`src/hdl/scd_defs.vh`:
```
// scd_defs.vh: constants for the adapter command decoder
// assumes: included by bare name from the decoder and its bench; the stack memory does not include it
`ifndef SCD_DEFS_VH
`define SCD_DEFS_VH
// ------------------------------------------------------------
// register word offsets (byte address = offset, word aligned)
// ------------------------------------------------------------
`define SCD_A_STACK0 6'h00
`define SCD_A_STACK3 6'h0c
`define SCD_A_CMD 6'h10
`define SCD_A_STATUS 6'h14
`define SCD_A_STATEXT 6'h18
`define SCD_A_AUX 6'h1c
`define SCD_A_DMAADR 6'h20
`define SCD_A_EVENT 6'h24
`define SCD_A_TESTRES 6'h28
`define SCD_A_PROGRESS 6'h2c
// ------------------------------------------------------------
// command register fields and op codes
// ------------------------------------------------------------
`define SCD_OP_HI 15
`define SCD_OP_LO 12
`define SCD_TAG_HI 4
`define SCD_TAG_LO 0
`define SCD_OP_SEND 4'h0
`define SCD_OP_BUF 4'h1
`define SCD_OP_SELFTEST 4'h4
`define SCD_OP_WRAP 4'h5
`define SCD_OP_CONT 4'h7
// ------------------------------------------------------------
// stack byte 0 fields
// ------------------------------------------------------------
`define SCD_B0_ID_HI 2
`define SCD_B0_ID_LO 0
`define SCD_B0_DIR 3
`define SCD_B0_XFER 4
`define SCD_B0_HALT 5
`define SCD_B0_BYTESEL 2
// ------------------------------------------------------------
// status register fields and codes
// ------------------------------------------------------------
`define SCD_ST_BUSY 7
`define SCD_ST_INTV 6
`define SCD_ST_DONE 5
`define SCD_TAG_SELFTEST 5'h1f
`define SCD_CODE_TESTS_DONE 8'h0f
`define SCD_ERR_A 8'h41
`define SCD_ERR_B 8'h42
`define SCD_ERR_C 8'h44
`define SCD_WRAP_HI 4
`define SCD_WRAP_LO 0
// ------------------------------------------------------------
// buffer geometry
// ------------------------------------------------------------
`define SCD_SECT_BYTES 16'h0200
`define SCD_SECT_LAST 7'h7f
`define SCD_WORDS_PER_SECT 9'h100
`endif

```
`src/hdl/scd_stack_mem.v`:
```
// scd_stack_mem.v: 16-byte parameter stack, four bytes per word
// assumes: one clock, writes by word index with byte enables
`timescale 1ns/1ps
module scd_stack_mem (
  // clock
  input wire clk_i,
  input wire ce_i,
  // write port
  input wire we_i,
  input wire [1:0] waddr_i,
  input wire [3:0] sel_i,
  input wire [31:0] wdata_i,
  // clear
  input wire clr_i,
  // read port
  input wire [1:0] raddr_i,
  output reg [31:0] rdata_o,
  // all bytes flat
  output wire [127:0] flat_o
);
  reg [31:0] mem_reg [0:3];
  integer k;
  genvar b;
  always @(posedge clk_i) begin
    if (ce_i) begin
      if (clr_i) begin
        for (k = 0; k < 4; k = k + 1) begin
          mem_reg[k] <= 32'h00000000;
        end
      end else if (we_i) begin
        for (k = 0; k < 4; k = k + 1) begin
          if (sel_i[k]) begin
            mem_reg[waddr_i][k*8 +: 8] <= wdata_i[k*8 +: 8];
          end
        end
      end
      rdata_o <= mem_reg[raddr_i];
    end
  end
  generate
    for (b = 0; b < 4; b = b + 1) begin : g_flat
      assign flat_o[b*32 +: 32] = mem_reg[b];
    end
  endgenerate
endmodule

```
`src/hdl/scd_decoder.v`:
```
// scd_decoder.v: adapter command decoder with wishbone register slave
// assumes: one clock, synchronous reset; stack byte n sits at byte address n
//
// Operation
// - send command takes target id from stack byte 0 bits 2..0
// - byte 0 bit 3 picks data direction, 0 out, 1 in
// - byte 0 bit 4 set means data phase, bytes 1 and 3 used
// - byte 0 bit 5 halts transfer after intermediate interrupt until continue
// - buffer has 128 sections of 512 bytes; byte 1 gives start section
// - transfer past section 127 wraps to section 0
// - zero granularity gives one completion interrupt only
// - granularity g interrupts every 512*g bytes; none if beyond length
// - only the logical unit field of the cdb is used
// - completion sets status bit 5 and target status; failure clears it
// - error 41, 42, 44 put target status in extension, else next address
// - buffer command moves 512-byte sections by dma, one interrupt at end
// - buffer byte 0 bit 3 is dma direction, bit 2 byte count mode
// - byte 6 length: bytes over two, or blocks minus one
// - dma address from bytes 2..4 high to low; byte 1 ignored
// - self test runs at once, resets bus, clears stack and registers
// - self test tag 1f, busy held, fail code then 0f on reread
// - wrap test reports zero on pass, wrap number in bits 12..8 on fail
// - command write outside halt holds op code and tag and sets busy
`timescale 1ns/1ps
`include "scd_defs.vh"
module scd_decoder #(
  parameter WRAP_CODE_W = 5
) (
  // clock and reset
  input wire clk_i,
  input wire rst_i,
  input wire ce_i,
  // wishbone slave
  input wire wb_cyc_i,
  input wire wb_stb_i,
  input wire wb_we_i,
  input wire [5:0] wb_adr_i,
  input wire [3:0] wb_sel_i,
  input wire [31:0] wb_dat_i,
  output reg [31:0] wb_dat_o,
  output reg wb_ack_o,
  // target side
  output reg [2:0] target_id_o,
  output reg data_in_o,
  output reg transfer_present_o,
  output reg halt_after_interrupt_o,
  output reg [2:0] lun_o,
  output reg scsi_reset_o,
  output reg data_strobe_o,
  // dma side
  output reg dma_req_o,
  output reg dma_read_buf_o,
  output reg [23:0] dma_addr_o,
  // interrupt event
  output reg irq_o
);
  // ------------------------------------------------------------
  // states
  // ------------------------------------------------------------
  localparam S_IDLE = 3'h0;
  localparam S_SEND = 3'h1;
  localparam S_HALT = 3'h2;
  localparam S_BUF = 3'h3;
  localparam S_TEST = 3'h4;
  localparam S_DONE = 3'h5;
  reg [2:0] state_reg;
  reg [2:0] state_next;
  // ------------------------------------------------------------
  // registers
  // ------------------------------------------------------------
  reg [15:0] cmd_reg;
  reg [15:0] status_reg;
  reg [15:0] statext_reg;
  reg [15:0] aux_reg;
  reg [7:0] testres_reg;
  reg [7:0] target_status_reg;
  reg [7:0] err_code_reg;
  reg fail_reg;
  reg ev_data_reg;
  reg ev_target_done_reg;
  reg fail_reported_reg;
  reg [6:0] sect_reg;
  reg [8:0] word_reg;
  reg [15:0] words_left_reg;
  reg [15:0] gran_cnt_reg;
  reg [7:0] gran_reg;
  reg [15:0] words_total_reg;
  wire [127:0] stack_flat;
  wire [31:0] stack_rdata;
  wire bus_req;
  wire wr_stack;
  wire wr_cmd;
  wire wr_event;
  wire stack_clr;
  wire [7:0] sb0;
  wire [7:0] sb1;
  wire [7:0] sb3;
  wire [7:0] sb5;
  wire [7:0] sb6;
  wire err_ext_status;
  // ------------------------------------------------------------
  // stack storage
  // ------------------------------------------------------------
  assign bus_req = wb_cyc_i & wb_stb_i & ~wb_ack_o;
  assign wr_stack = bus_req & wb_we_i & (wb_adr_i <= `SCD_A_STACK3) & ~status_reg[`SCD_ST_BUSY];
  assign wr_cmd = bus_req & wb_we_i & (wb_adr_i == `SCD_A_CMD) & ~status_reg[`SCD_ST_BUSY];
  assign wr_event = bus_req & wb_we_i & (wb_adr_i == `SCD_A_EVENT);
  assign stack_clr = rst_i | (state_reg == S_TEST);
  scd_stack_mem u_stack (
    .clk_i(clk_i),
    .ce_i(ce_i),
    .we_i(wr_stack),
    .waddr_i(wb_adr_i[3:2]),
    .sel_i(wb_sel_i),
    .wdata_i(wb_dat_i),
    .clr_i(stack_clr),
    .raddr_i(wb_adr_i[3:2]),
    .rdata_o(stack_rdata),
    .flat_o(stack_flat)
  );
  assign sb0 = stack_flat[7:0];
  assign sb1 = stack_flat[15:8];
  assign sb3 = stack_flat[31:24];
  assign sb5 = stack_flat[47:40];
  assign sb6 = stack_flat[55:48];
  assign err_ext_status = (err_code_reg == `SCD_ERR_A) | (err_code_reg == `SCD_ERR_B) |
                          (err_code_reg == `SCD_ERR_C);
  // ------------------------------------------------------------
  // control state machine
  // ------------------------------------------------------------
  always @* begin
    state_next = state_reg;
    case (state_reg)
      S_IDLE: begin
        if (status_reg[`SCD_ST_BUSY]) begin
          case (cmd_reg[`SCD_OP_HI:`SCD_OP_LO])
            `SCD_OP_SEND: state_next = S_SEND;
            `SCD_OP_BUF: state_next = S_BUF;
            `SCD_OP_SELFTEST: state_next = S_TEST;
            `SCD_OP_WRAP: state_next = S_TEST;
            default: state_next = S_DONE;
          endcase
        end
      end
      S_SEND: begin
        if (ev_target_done_reg) begin
          state_next = S_DONE;
        end else if (ev_data_reg & (gran_reg != 8'h00) & (gran_cnt_reg == 16'h0001) &
                     (words_left_reg != 16'h0001) & halt_after_interrupt_o) begin
          state_next = S_HALT;
        end
      end
      S_HALT: begin
        if (wr_cmd & (wb_dat_i[`SCD_OP_HI:`SCD_OP_LO] == `SCD_OP_CONT)) begin
          state_next = S_SEND;
        end
      end
      S_BUF: begin
        if (words_left_reg == 16'h0000) begin
          state_next = S_DONE;
        end
      end
      S_TEST: state_next = S_DONE;
      S_DONE: state_next = S_IDLE;
      default: state_next = S_IDLE;
    endcase
  end
  // ------------------------------------------------------------
  // datapath and registers
  // ------------------------------------------------------------
  always @(posedge clk_i) begin
    if (rst_i) begin
      state_reg <= S_IDLE;
      cmd_reg <= 16'h0000;
      status_reg <= 16'h0000;
      statext_reg <= 16'h0000;
      aux_reg <= 16'h0000;
      testres_reg <= 8'h00;
      target_status_reg <= 8'h00;
      err_code_reg <= 8'h00;
      fail_reg <= 1'b0;
      ev_data_reg <= 1'b0;
      ev_target_done_reg <= 1'b0;
      fail_reported_reg <= 1'b0;
      sect_reg <= 7'h00;
      word_reg <= 9'h000;
      words_left_reg <= 16'h0000;
      words_total_reg <= 16'h0000;
      gran_cnt_reg <= 16'h0000;
      gran_reg <= 8'h00;
      target_id_o <= 3'h0;
      data_in_o <= 1'b0;
      transfer_present_o <= 1'b0;
      halt_after_interrupt_o <= 1'b0;
      lun_o <= 3'h0;
      scsi_reset_o <= 1'b0;
      data_strobe_o <= 1'b0;
      dma_req_o <= 1'b0;
      dma_read_buf_o <= 1'b0;
      dma_addr_o <= 24'h000000;
      irq_o <= 1'b0;
      wb_ack_o <= 1'b0;
      wb_dat_o <= 32'h00000000;
    end else if (ce_i) begin
      state_reg <= state_next;
      wb_ack_o <= bus_req;
      irq_o <= 1'b0;
      scsi_reset_o <= 1'b0;
      data_strobe_o <= 1'b0;
      ev_data_reg <= 1'b0;
      ev_target_done_reg <= 1'b0;
      // software events and target results
      if (wr_event) begin
        ev_data_reg <= wb_dat_i[0];
        ev_target_done_reg <= wb_dat_i[1];
        fail_reg <= wb_dat_i[2];
        target_status_reg <= wb_dat_i[15:8];
        err_code_reg <= wb_dat_i[23:16];
      end
      if (bus_req & wb_we_i & (wb_adr_i == `SCD_A_TESTRES)) begin
        testres_reg <= wb_dat_i[7:0];
      end
      if (wr_cmd & (state_reg != S_HALT)) begin
        cmd_reg <= wb_dat_i[15:0];
        status_reg[`SCD_ST_BUSY] <= 1'b1;
        if (wb_dat_i[`SCD_OP_HI:`SCD_OP_LO] == `SCD_OP_SELFTEST) begin
          status_reg[`SCD_TAG_HI:`SCD_TAG_LO] <= `SCD_TAG_SELFTEST;
        end else begin
          status_reg[`SCD_TAG_HI:`SCD_TAG_LO] <= wb_dat_i[`SCD_TAG_HI:`SCD_TAG_LO];
        end
      end
      // status read: failing code, then tests-done code on reread
      if (bus_req & ~wb_we_i) begin
        case (wb_adr_i)
          `SCD_A_STACK0, 6'h04, 6'h08, `SCD_A_STACK3: wb_dat_o <= stack_rdata;
          `SCD_A_CMD: wb_dat_o <= {16'h0000, cmd_reg};
          `SCD_A_STATUS: begin
            wb_dat_o <= {16'h0000, status_reg};
            status_reg[`SCD_ST_INTV] <= 1'b0;
            if (fail_reported_reg) begin
              status_reg[15:8] <= `SCD_CODE_TESTS_DONE;
              fail_reported_reg <= 1'b0;
            end
          end
          `SCD_A_STATEXT: wb_dat_o <= {16'h0000, statext_reg};
          `SCD_A_AUX: wb_dat_o <= {16'h0000, aux_reg};
          `SCD_A_DMAADR: wb_dat_o <= {8'h00, dma_addr_o};
          `SCD_A_PROGRESS: wb_dat_o <= {9'h000, state_reg, words_left_reg, sect_reg[3:0]};
          default: wb_dat_o <= 32'h00000000;
        endcase
      end
      case (state_reg)
        S_IDLE: begin
          if (status_reg[`SCD_ST_BUSY]) begin
            words_total_reg <= 16'h0000;
            if (cmd_reg[`SCD_OP_HI:`SCD_OP_LO] == `SCD_OP_SEND) begin
              target_id_o <= sb0[`SCD_B0_ID_HI:`SCD_B0_ID_LO];
              data_in_o <= sb0[`SCD_B0_DIR];
              transfer_present_o <= sb0[`SCD_B0_XFER];
              halt_after_interrupt_o <= sb0[`SCD_B0_HALT];
              lun_o <= sb5[7:5];
              sect_reg <= sb1[6:0];
              word_reg <= 9'h000;
              gran_reg <= sb0[`SCD_B0_XFER] ? sb3 : 8'h00;
              gran_cnt_reg <= {sb3, 8'h00};
              words_left_reg <= {stack_flat[71:64], stack_flat[79:72]} << 8;
              status_reg[`SCD_ST_BUSY] <= 1'b0;
            end else if (cmd_reg[`SCD_OP_HI:`SCD_OP_LO] == `SCD_OP_BUF) begin
              dma_read_buf_o <= sb0[`SCD_B0_DIR];
              dma_addr_o <= {stack_flat[23:16], stack_flat[31:24], stack_flat[39:32]};
              sect_reg <= sb5[6:0];
              word_reg <= 9'h000;
              if (sb0[`SCD_B0_BYTESEL]) begin
                words_left_reg <= {8'h00, sb6};
              end else begin
                words_left_reg <= {sb6 + 8'h01, 8'h00};
              end
              status_reg[`SCD_ST_BUSY] <= 1'b0;
            end
          end
        end
        S_SEND: begin
          if (ev_data_reg) begin
            data_strobe_o <= 1'b1;
            words_left_reg <= words_left_reg - 16'h0001;
            words_total_reg <= words_total_reg + 16'h0001;
            if (word_reg == `SCD_WORDS_PER_SECT - 9'h001) begin
              word_reg <= 9'h000;
              sect_reg <= (sect_reg == `SCD_SECT_LAST) ? 7'h00 : sect_reg + 7'h01;
            end else begin
              word_reg <= word_reg + 9'h001;
            end
            if (gran_reg != 8'h00) begin
              if (gran_cnt_reg == 16'h0001) begin
                gran_cnt_reg <= {gran_reg, 8'h00};
                if (words_left_reg != 16'h0001) begin
                  irq_o <= 1'b1;
                  status_reg[`SCD_ST_INTV] <= 1'b1;
                end
              end else begin
                gran_cnt_reg <= gran_cnt_reg - 16'h0001;
              end
            end
          end
          if (ev_target_done_reg) begin
            gran_cnt_reg <= {gran_reg, 8'h00};
          end
        end
        S_BUF: begin
          dma_req_o <= (words_left_reg != 16'h0000);
          if (words_left_reg != 16'h0000) begin
            words_left_reg <= words_left_reg - 16'h0001;
            dma_addr_o <= dma_addr_o + {23'h000000, dma_req_o};
            if (word_reg == `SCD_WORDS_PER_SECT - 9'h001) begin
              word_reg <= 9'h000;
              sect_reg <= (sect_reg == `SCD_SECT_LAST) ? 7'h00 : sect_reg + 7'h01;
            end else begin
              word_reg <= word_reg + 9'h001;
            end
          end
        end
        S_TEST: begin
          scsi_reset_o <= 1'b1;
          statext_reg <= 16'h0000;
          aux_reg <= 16'h0000;
          sect_reg <= 7'h00;
          status_reg[`SCD_ST_BUSY] <= 1'b1;
        end
        S_DONE: begin
          dma_req_o <= 1'b0;
          irq_o <= 1'b1;
          status_reg[`SCD_ST_INTV] <= 1'b1;
          status_reg[`SCD_ST_BUSY] <= 1'b0;
          case (cmd_reg[`SCD_OP_HI:`SCD_OP_LO])
            `SCD_OP_SELFTEST: begin
              status_reg[`SCD_ST_DONE] <= 1'b0;
              status_reg[15:8] <= (testres_reg == 8'h00) ? `SCD_CODE_TESTS_DONE : testres_reg;
              fail_reported_reg <= (testres_reg != 8'h00);
            end
            `SCD_OP_WRAP: begin
              status_reg[`SCD_ST_DONE] <= 1'b0;
              status_reg[15:8] <= {{(8-WRAP_CODE_W){1'b0}}, testres_reg[`SCD_WRAP_HI:`SCD_WRAP_LO]};
            end
            `SCD_OP_SEND: begin
              status_reg[`SCD_ST_DONE] <= ~fail_reg;
              status_reg[15:8] <= fail_reg ? err_code_reg : target_status_reg;
              if (fail_reg & err_ext_status) begin
                statext_reg <= {8'h00, target_status_reg};
              end else begin
                statext_reg <= {1'b0, sect_reg, word_reg[7:0]};
              end
            end
            default: begin
              status_reg[`SCD_ST_DONE] <= 1'b0;
              status_reg[15:8] <= 8'h00;
              statext_reg <= {1'b0, sect_reg, word_reg[7:0]};
            end
          endcase
        end
        default: begin
        end
      endcase
    end
  end
endmodule

```
`config.mk`:
```
export PLATFORM = sky130hd
export DESIGN_NAME = scd_decoder
export DESIGN_NICKNAME = d
export VERILOG_FILES = /design/src/hdl/scd_stack_mem.v /design/src/hdl/scd_decoder.v
export VERILOG_INCLUDE_DIRS = /design/src /design/src/hdl
export SDC_FILE = /design/constraint.sdc
export NUM_CORES = 1
export LEC_CHECK = 0
export BUFFER_PORTS_ARGS = -buffer_cell sky130_fd_sc_hd__buf_2
export CORE_ASPECT_RATIO = 0.9
export CORE_UTILIZATION = 40
export CTS_BUF_LIST = sky130_fd_sc_hd__clkbuf_2
export CTS_CLUSTER_DIAMETER = 150
export CTS_CLUSTER_SIZE = 10
export DETAILED_ROUTE_END_ITERATION = 10
export GPL_TIMING_DRIVEN = 0
export PLACE_DENSITY_LB_ADDON = 0.25
export SYNTH_ARGS = -nofsm -noshare
export SYNTH_HDL_FRONTEND = slang
export SYNTH_HIERARCHICAL = 1
export SYNTH_SLANG_ARGS = --single-unit
```
`constraint.sdc`:
```
create_clock -name clk_i -period 7.86 [get_ports clk_i]
set_input_delay 0.393 -clock clk_i [delete_from_list [all_inputs] [get_ports clk_i]]
set_output_delay 0.393 -clock clk_i [all_outputs]
set_load 0.03 [all_outputs]
```
==> results of run 1 <==
-- final timing paths --
kind / cells past startpoint / end / from
worst min register to register: 2 / word_reg[8] / word_reg[8]
worst max register to register: 6 / u_stack/mem_reg[3][8] / status_reg[7]
worst max-delay path: 10 / u_stack/mem_reg[3][8] / wb_stb_i
worst min-delay path: 1 / u_stack/rdata_o[14] / ce_i
-- cell type report --
cell class,count,area share [%]
multi-input combinational,1244,42.23
clock inverter,3,0.1093
antenna,2,0.02430
sequential,365,43.25
timing repair buffer,160,4.932
clock buffer,63,1.531
buffer,163,3.663
tap,608,3.693
inverter,31,0.5649
-- cell families (layout without fill, tap and decap cells) --
group	Yosys count	after routing	share of synthesized area, %
other cells	0	2	0
mux	92	92	7.164
buf+inv	194	420	4.717
compound gates	471	471	19.71
flops	365	365	48.26
fa+ha+maj	10	10	0.6778
xor+xnor	8	8	0.3796
simple gates	663	663	19.09
-- layer usage --
layer | up-vias | wire (µm) | track usage, % | part of all wire (%)
li1 | 7396 | - | - | -
met1 | 8371 | 30860 | 42.56 | 41
met2 | 1068 | 32560 | 47.94 | 44
met3 | 206 | 7915 | 6.680 | 11
met4 | 4 | 3428 | 14.38 | 4.6
met5 | - | 23 | 0 | 0.031
-- power groups by stage --
stage | registers, mW | clock network (mW) | logic [mW]
floorplan | 2.07 | 0 | 0.182
global placement | 2.08 | 0 | 0.306
detailed placement | 2.08 | 0 | 0.310
CTS | 2.04 | 0.923 | 0.327
global route | 2.05 | 0.987 | 0.350
finish | 2.05 | 0.905 | 0.336
-- worst max-delay path, stage by stage --
cell	delay [ps]
sky130_fd_sc_hd__dlygate4sd3_1	530
sky130_fd_sc_hd__buf_2	110
sky130_fd_sc_hd__nand2_1	60
sky130_fd_sc_hd__dlygate4sd3_1	590
sky130_fd_sc_hd__or4b_4	590
sky130_fd_sc_hd__nor4_1	1150
sky130_fd_sc_hd__buf_2	390
sky130_fd_sc_hd__buf_2	250
sky130_fd_sc_hd__a21oi_1	100
sky130_fd_sc_hd__a311oi_2	860
-- cell usage after synthesis (11+ instances only) --
cell type | n | area, µm²
sky130_fd_sc_hd__nor3_1 | 94 | 470.5
sky130_fd_sc_hd__nand2_1 | 142 | 533.0
sky130_fd_sc_hd__nor3_2 | 14 | 140.1
sky130_fd_sc_hd__o41ai_1 | 12 | 105.1
sky130_fd_sc_hd__a31oi_1 | 19 | 118.9
sky130_fd_sc_hd__nand3_1 | 59 | 295.3
sky130_fd_sc_hd__dfxtp_1 | 205 | 4104
sky130_fd_sc_hd__a211oi_1 | 13 | 97.59
sky130_fd_sc_hd__a22o_1 | 18 | 157.7
sky130_fd_sc_hd__nand4_1 | 18 | 112.6
sky130_fd_sc_hd__nor4_1 | 14 | 87.58
sky130_fd_sc_hd__buf_2 | 51 | 255.2
sky130_fd_sc_hd__nor2_1 | 164 | 615.6
sky130_fd_sc_hd__nand4b_1 | 14 | 122.6
sky130_fd_sc_hd__a21oi_1 | 139 | 695.7
sky130_fd_sc_hd__a22oi_1 | 14 | 105.1
sky130_fd_sc_hd__o21a_1 | 11 | 82.58
sky130_fd_sc_hd__clkbuf_1 | 90 | 337.8
sky130_fd_sc_hd__edfxtp_1 | 160 | 4805
sky130_fd_sc_hd__mux4_2 | 32 | 720.7
sky130_fd_sc_hd__or4_1 | 19 | 142.6
sky130_fd_sc_hd__mux2i_1 | 59 | 590.6
sky130_fd_sc_hd__o21ai_0 | 39 | 195.2
sky130_fd_sc_hd__and3_1 | 38 | 237.7
sky130_fd_sc_hd__inv_1 | 29 | 108.9
sky130_fd_sc_hd__o311ai_0 | 14 | 122.6
sky130_fd_sc_hd__a222oi_1 | 38 | 380.4
sky130_fd_sc_hd__or3_1 | 13 | 81.33
sky130_fd_sc_hd__o31ai_1 | 31 | 232.7
-- metrics by stage --
stage	instance area [µm²]	power (mW)	hold WS (ps)	util, %
floorplan	18460	2.248	412.0	-
global placement	19810	2.390	432.7	43.57
detailed placement	19820	2.395	428.9	43.60
CTS	20590	3.294	23.73	45.29
global route	20600	3.386	105.2	45.30
finish	20600	3.287	103.6	45.31
-- timing repair --
| action | 4_1_cts | 5_1_grt |
|---|---|---|
| hold buffers | 43 | 0 |
| setup buffers | 0 | 0 |
| hold endpoints to repair | 182 | 0 |
==> flow_metrics.py, run 1 <==
metrics = {
    "setup_path": {
        "timing.reg2reg.setup_slack_ps": 3610,
        "critPathRequiredTime_ps": 8570,
        "critical_path_peak_fanout": 10,
        "start_kind": "input pin",
        "timing.setup.critical_path_class": "input pin to flop",
        "worst_path_arrival_time_ps": 5030,
        "critPathCaptureType": "flop",
    },
    "layout": {
        "syn2layout_area_growth_pct": 11.58,
        "filler_cell_count": 4344,
        "seq_area_um2": 8909,
        "most-common-layout-cells": "sky130_fd_sc_hd__dfxtp_1, sky130_fd_sc_hd__buf_2, sky130_fd_sc_hd__nor2_1",
        "drive_gt1_share_pct": 17.74,
        "fin_nets": 2065,
        "area_of_the_multi_input_gates_um2": 8700,
        "largest_register_ffs": 128,
        "final_common_cell": "sky130_fd_sc_hd__dfxtp_1",
        "instances_no_fill": 2639,
    },
    "sta": {
        "fin_tns_setup_ps": 0,
        "rsz0062_at_grt": "false",
        "fin_crit_ps": 4322,
        "finalHoldViolations": 0,
        "timing.slew.headroom_pct": 4.762,
        "clock-skew-final_ps": 138.7,
        "tightestPinTransition_ps": 1416,
        "drv_slew": 0,
        "timing.fmax_mhz": 231.4,
        "count_of_endpoints_failing_setup_in_the_final_report": 0,
        "post-route-period-util_pct": 54.99,
        "final.setup.worst_slack_ps": 3538,
    },
    "floorplanning": {
        "fp-row-count": 74,
        "fp.dieH_um": 205.8,
        "die_area_um2": 47010,
        "io_pins": 119,
        "initial_utilization_pct": 40.61,
        "core_um2": 45460,
        "floorplan.die.width_um": 228.4,
    },
    "outcome": {
        "run_status": "finished clean",
    },
    "yosys": {
        "synthArstFlopShare_pct": 0,
        "ff_latch_count_synth": 365,
        "synth_area_um2": 18460,
        "count_of_cell_types_in_the_netlist": 101,
        "synth_top_flop_cell": "sky130_fd_sc_hd__dfxtp_1",
        "ys_warn_count": 6,
        "syn_inst_count": 1803,
        "synth_nets": 1861,
        "synth_enable_flop_cells": 160,
        "syn_area_per_cell_um2": 10.24,
        "seq_area_frac_synth_pct": 48.26,
    },
    "drt": {
        "drc_errors": 0,
        "num_vias": 17050,
        "drt_first_pass_iters": 11,
        "detail_route.wl_per_cell_um": 28.34,
        "route.detailed.vias_per_inst": 6.459,
        "antenna_left": 0,
        "finalWirelength_um": 74790,
        "dr.first_iter.drc_count": 2466,
    },
    "placed_design": {
        "placed_cells_incl_taps": 2528,
        "gpl_wtd_cong": 1.001,
        "post-dp-hpwl_um": 56390,
        "buffer_ports.inserted": 117,
        "dp_slack_ps": 3494,
    },
    "clocking": {
        "clk_path_buf_depth": 3,
        "cts_resized": 0,
        "clk_pin_slew_ps": 220,
        "cts-htree-levels": 2,
        "clk-insertion-delay-late_ps": 1110,
        "cts_tree": "done",
        "cts_root_buffer": "sky130_fd_sc_hd__clkbuf_2",
        "number_of_buffers_added_by_the_clock_tree_synthesis_step": 42,
        "numClockSinks": 365,
    },
    "pwr": {
        "ir_drop_worst_vdd_v": 0.0001054,
        "internal_pwr_total_mw": 2.328,
        "seq_power_share_pct": 62.3,
        "power.share.combinational_pct": 10.2,
        "power.switching_fraction_pct": 29.19,
        "leakage_nw": 7.141,
        "power-per-cell-area_nw_per_um2": 159.6,
        "power.share.clock_pct": 27.5,
        "net-switching-power_mw": 0.9595,
    },
    "global_route": {
        "grt_start_max_net_pins": 42,
        "grt_total_ovfl": 0,
        "grt_antenna_before_repair": 3,
        "grt_pass1_vias": 15820,
        "groute.usage.overall_pct": 31.37,
        "grt_pass1_wl_um": 108100,
    },
    "worst_hold_path": {
        "min_delay_worst_type": "input pin to flop",
    },
    "run": {
        "maxCapViolations": 0,
    },
}
Note: power is estimated with default switching activity, not from simulation.
==> run 2: changes to the inputs <==
==> constraint.sdc (replaced) <==
create_clock -name clk_i -period 3.8 [get_ports clk_i]
set_input_delay 0.19 -clock clk_i [delete_from_list [all_inputs] [get_ports clk_i]]
set_output_delay 0.19 -clock clk_i [all_outputs]
set_load 0.03 [all_outputs]
==> run 2 against run 1 <==
Clock-buffer cell count unchanged. Largest cell class unchanged. Critical endpoint is now u_stack/mem_reg[2][30]. Routed wire length is 1.6% higher. Highest routed layer unchanged. Sequential share of layout area decreased by 1.3 points.
==> flow_metrics.py, run 2 (synthesis gave the netlist of run 1 again) <==
metrics = {
    "placed_design": {
        "placed_cells_incl_taps": 2528,
        "post-dp-hpwl_um": 56390,
        "dp_slack_ps": -363.0,
        "gpl_wtd_cong": 1.001,
        "dpl-instance-area_um2": 19820,
        "buffer_ports.inserted": 117,
    },
    "run": {
        "maxCapViolations": 0,
    },
    "clocking": {
        "clk_pin_slew_ps": 260,
        "cts_tree": "done",
        "clk-insertion-delay-late_ps": 1110,
        "cts_root_buffer": "sky130_fd_sc_hd__clkbuf_2",
        "cts-htree-levels": 2,
        "numClockSinks": 365,
        "number_of_buffers_added_by_the_clock_tree_synthesis_step": 42,
        "clk_path_buf_depth": 3,
        "post_cts_buffers": 0,
    },
    "drt": {
        "antenna_left": 0,
        "dr.first_iter.drc_count": 2515,
        "finalWirelength_um": 75980,
        "detail_route.wl_per_cell_um": 28.10,
        "route.detailed.vias_per_inst": 6.425,
        "num_vias": 17370,
        "drc_errors": 0,
        "drt_first_pass_iters": 10,
    },
    "layout": {
        "finalInstanceArea_um2": 21240,
        "filler_cell_count": 4289,
        "final_common_cell": "sky130_fd_sc_hd__dfxtp_1",
        "largest_register_ffs": 128,
        "syn2layout_area_growth_pct": 15.06,
        "fin_nets": 2128,
        "drive_gt1_share_pct": 17.26,
        "instances_no_fill": 2704,
        "most-common-layout-cells": "sky130_fd_sc_hd__dfxtp_1, sky130_fd_sc_hd__buf_2, sky130_fd_sc_hd__nor2_1",
        "seq_area_um2": 8909,
        "area_of_the_multi_input_gates_um2": 8706,
    },
    "global_route": {
        "grt_pass1_vias": 16200,
        "grt_pass1_wl_um": 110200,
        "grt_start_max_net_pins": 42,
        "grt_antenna_before_repair": 6,
        "grt_total_ovfl": 0,
        "groute.usage.overall_pct": 31.87,
    },
    "sta": {
        "clock-skew-final_ps": 132.2,
        "tightestPinTransition_ps": 1283,
        "timing.fmax_mhz": 263.2,
        "count_of_endpoints_failing_setup_in_the_final_report": 0,
        "final.setup.worst_slack_ps": 0.8176,
        "post-route-period-util_pct": 99.98,
        "drv_slew": 0,
        "timing.slew.headroom_pct": 14.06,
        "fin_crit_ps": 3799,
        "rsz0062_at_grt": "false",
        "finalHoldViolations": 0,
    },
    "setup_path": {
        "critPathCaptureType": "flop",
        "start_kind": "flop",
        "timing.reg2reg.setup_slack_ps": 0.8,
        "critical_path_peak_fanout": 10,
        "worst_path_arrival_time_ps": 4480,
        "timing.setup.critical_path_class": "flop to flop",
        "critPathRequiredTime_ps": 4480,
    },
    "floorplanning": {
        "floorplan.die.width_um": 228.4,
        "die_area_um2": 47010,
        "initial_utilization_pct": 40.61,
        "core_um2": 45460,
        "io_pins": 119,
        "fp-row-count": 74,
        "fp.dieH_um": 205.8,
    },
    "pwr": {
        "power-per-cell-area_nw_per_um2": 322.2,
        "ir_drop_worst_vdd_v": 0.0002185,
        "leakage_nw": 7.392,
    },
    "outcome": {
        "run_status": "finished clean",
    },
    "worst_hold_path": {
        "min_delay_worst_type": "input pin to flop",
    },
}
run 2: final timing paths:
check                      from                endpoint  depth (start not counted)
hold reg to reg     word_reg[8]             word_reg[8]                          2
setup / recovery  status_reg[7]  u_stack/mem_reg[2][30]                          6
hold / removal      wb_dat_i[5]              cmd_reg[5]                          4
setup reg to reg  status_reg[7]  u_stack/mem_reg[2][30]                          6
run 2: area by class of cell:
class                      instances  share of cell area (%)
sequential                       365                   41.94
multi-input combinational       1244                   40.99
timing repair buffer             223                   7.752
tap                              608                   3.582
buffer                           163                   3.552
clock buffer                      63                   1.484
inverter                          31                  0.5478
clock inverter                     3                  0.1060
antenna                            4                 0.04713
run 2: critical path: stages (launching register included):
cell and delay, ps:
sky130_fd_sc_hd__dfxtp_1 510, sky130_fd_sc_hd__or4b_4 620, sky130_fd_sc_hd__nor4_2 740, sky130_fd_sc_hd__buf_2 350, sky130_fd_sc_hd__buf_2 250, sky130_fd_sc_hd__nand4b_1 140, sky130_fd_sc_hd__a21oi_1 810
run 2: metrics by stage:
stage / total power [mW] / TNS (ps) / util [%] / hold WS [ps]
final: 6.843 / 0 / 46.72 / 75.51
after global routing: 7.045 / 0 / 46.71 / 41.98
after CTS: 6.853 / 0 / 46.70 / 0.3805
after detailed placement: 4.953 / -17490 / 43.60 / 428.9
after global placement: 4.944 / -14740 / 43.57 / 432.7
after floorplan: 4.649 / 0 / - / 302.5
run 2: report_power, final:
part | leakage (nW) | internal, mW | switching [mW]
Combinational | 3.87 | 0.243 | 0.493
Sequential | 3.25 | 4.17 | 0.0652
Clock | 0.271 | 0.434 | 1.44
run 2: timing repair:
item	4_1_cts	5_1_grt
hold endpoints to repair	289	0
setup endpoints to repair	87	0
resized for setup	2	0
hold buffers	106	0
run 2: layer usage:
metal | vias up | track usage [%] | wire, µm
met5 | - | 0 | 35
met4 | 6 | 14.65 | 3649
met3 | 224 | 6.860 | 7805
met2 | 1010 | 48.55 | 32840
met1 | 8605 | 43.32 | 31650
li1 | 7527 | - | -
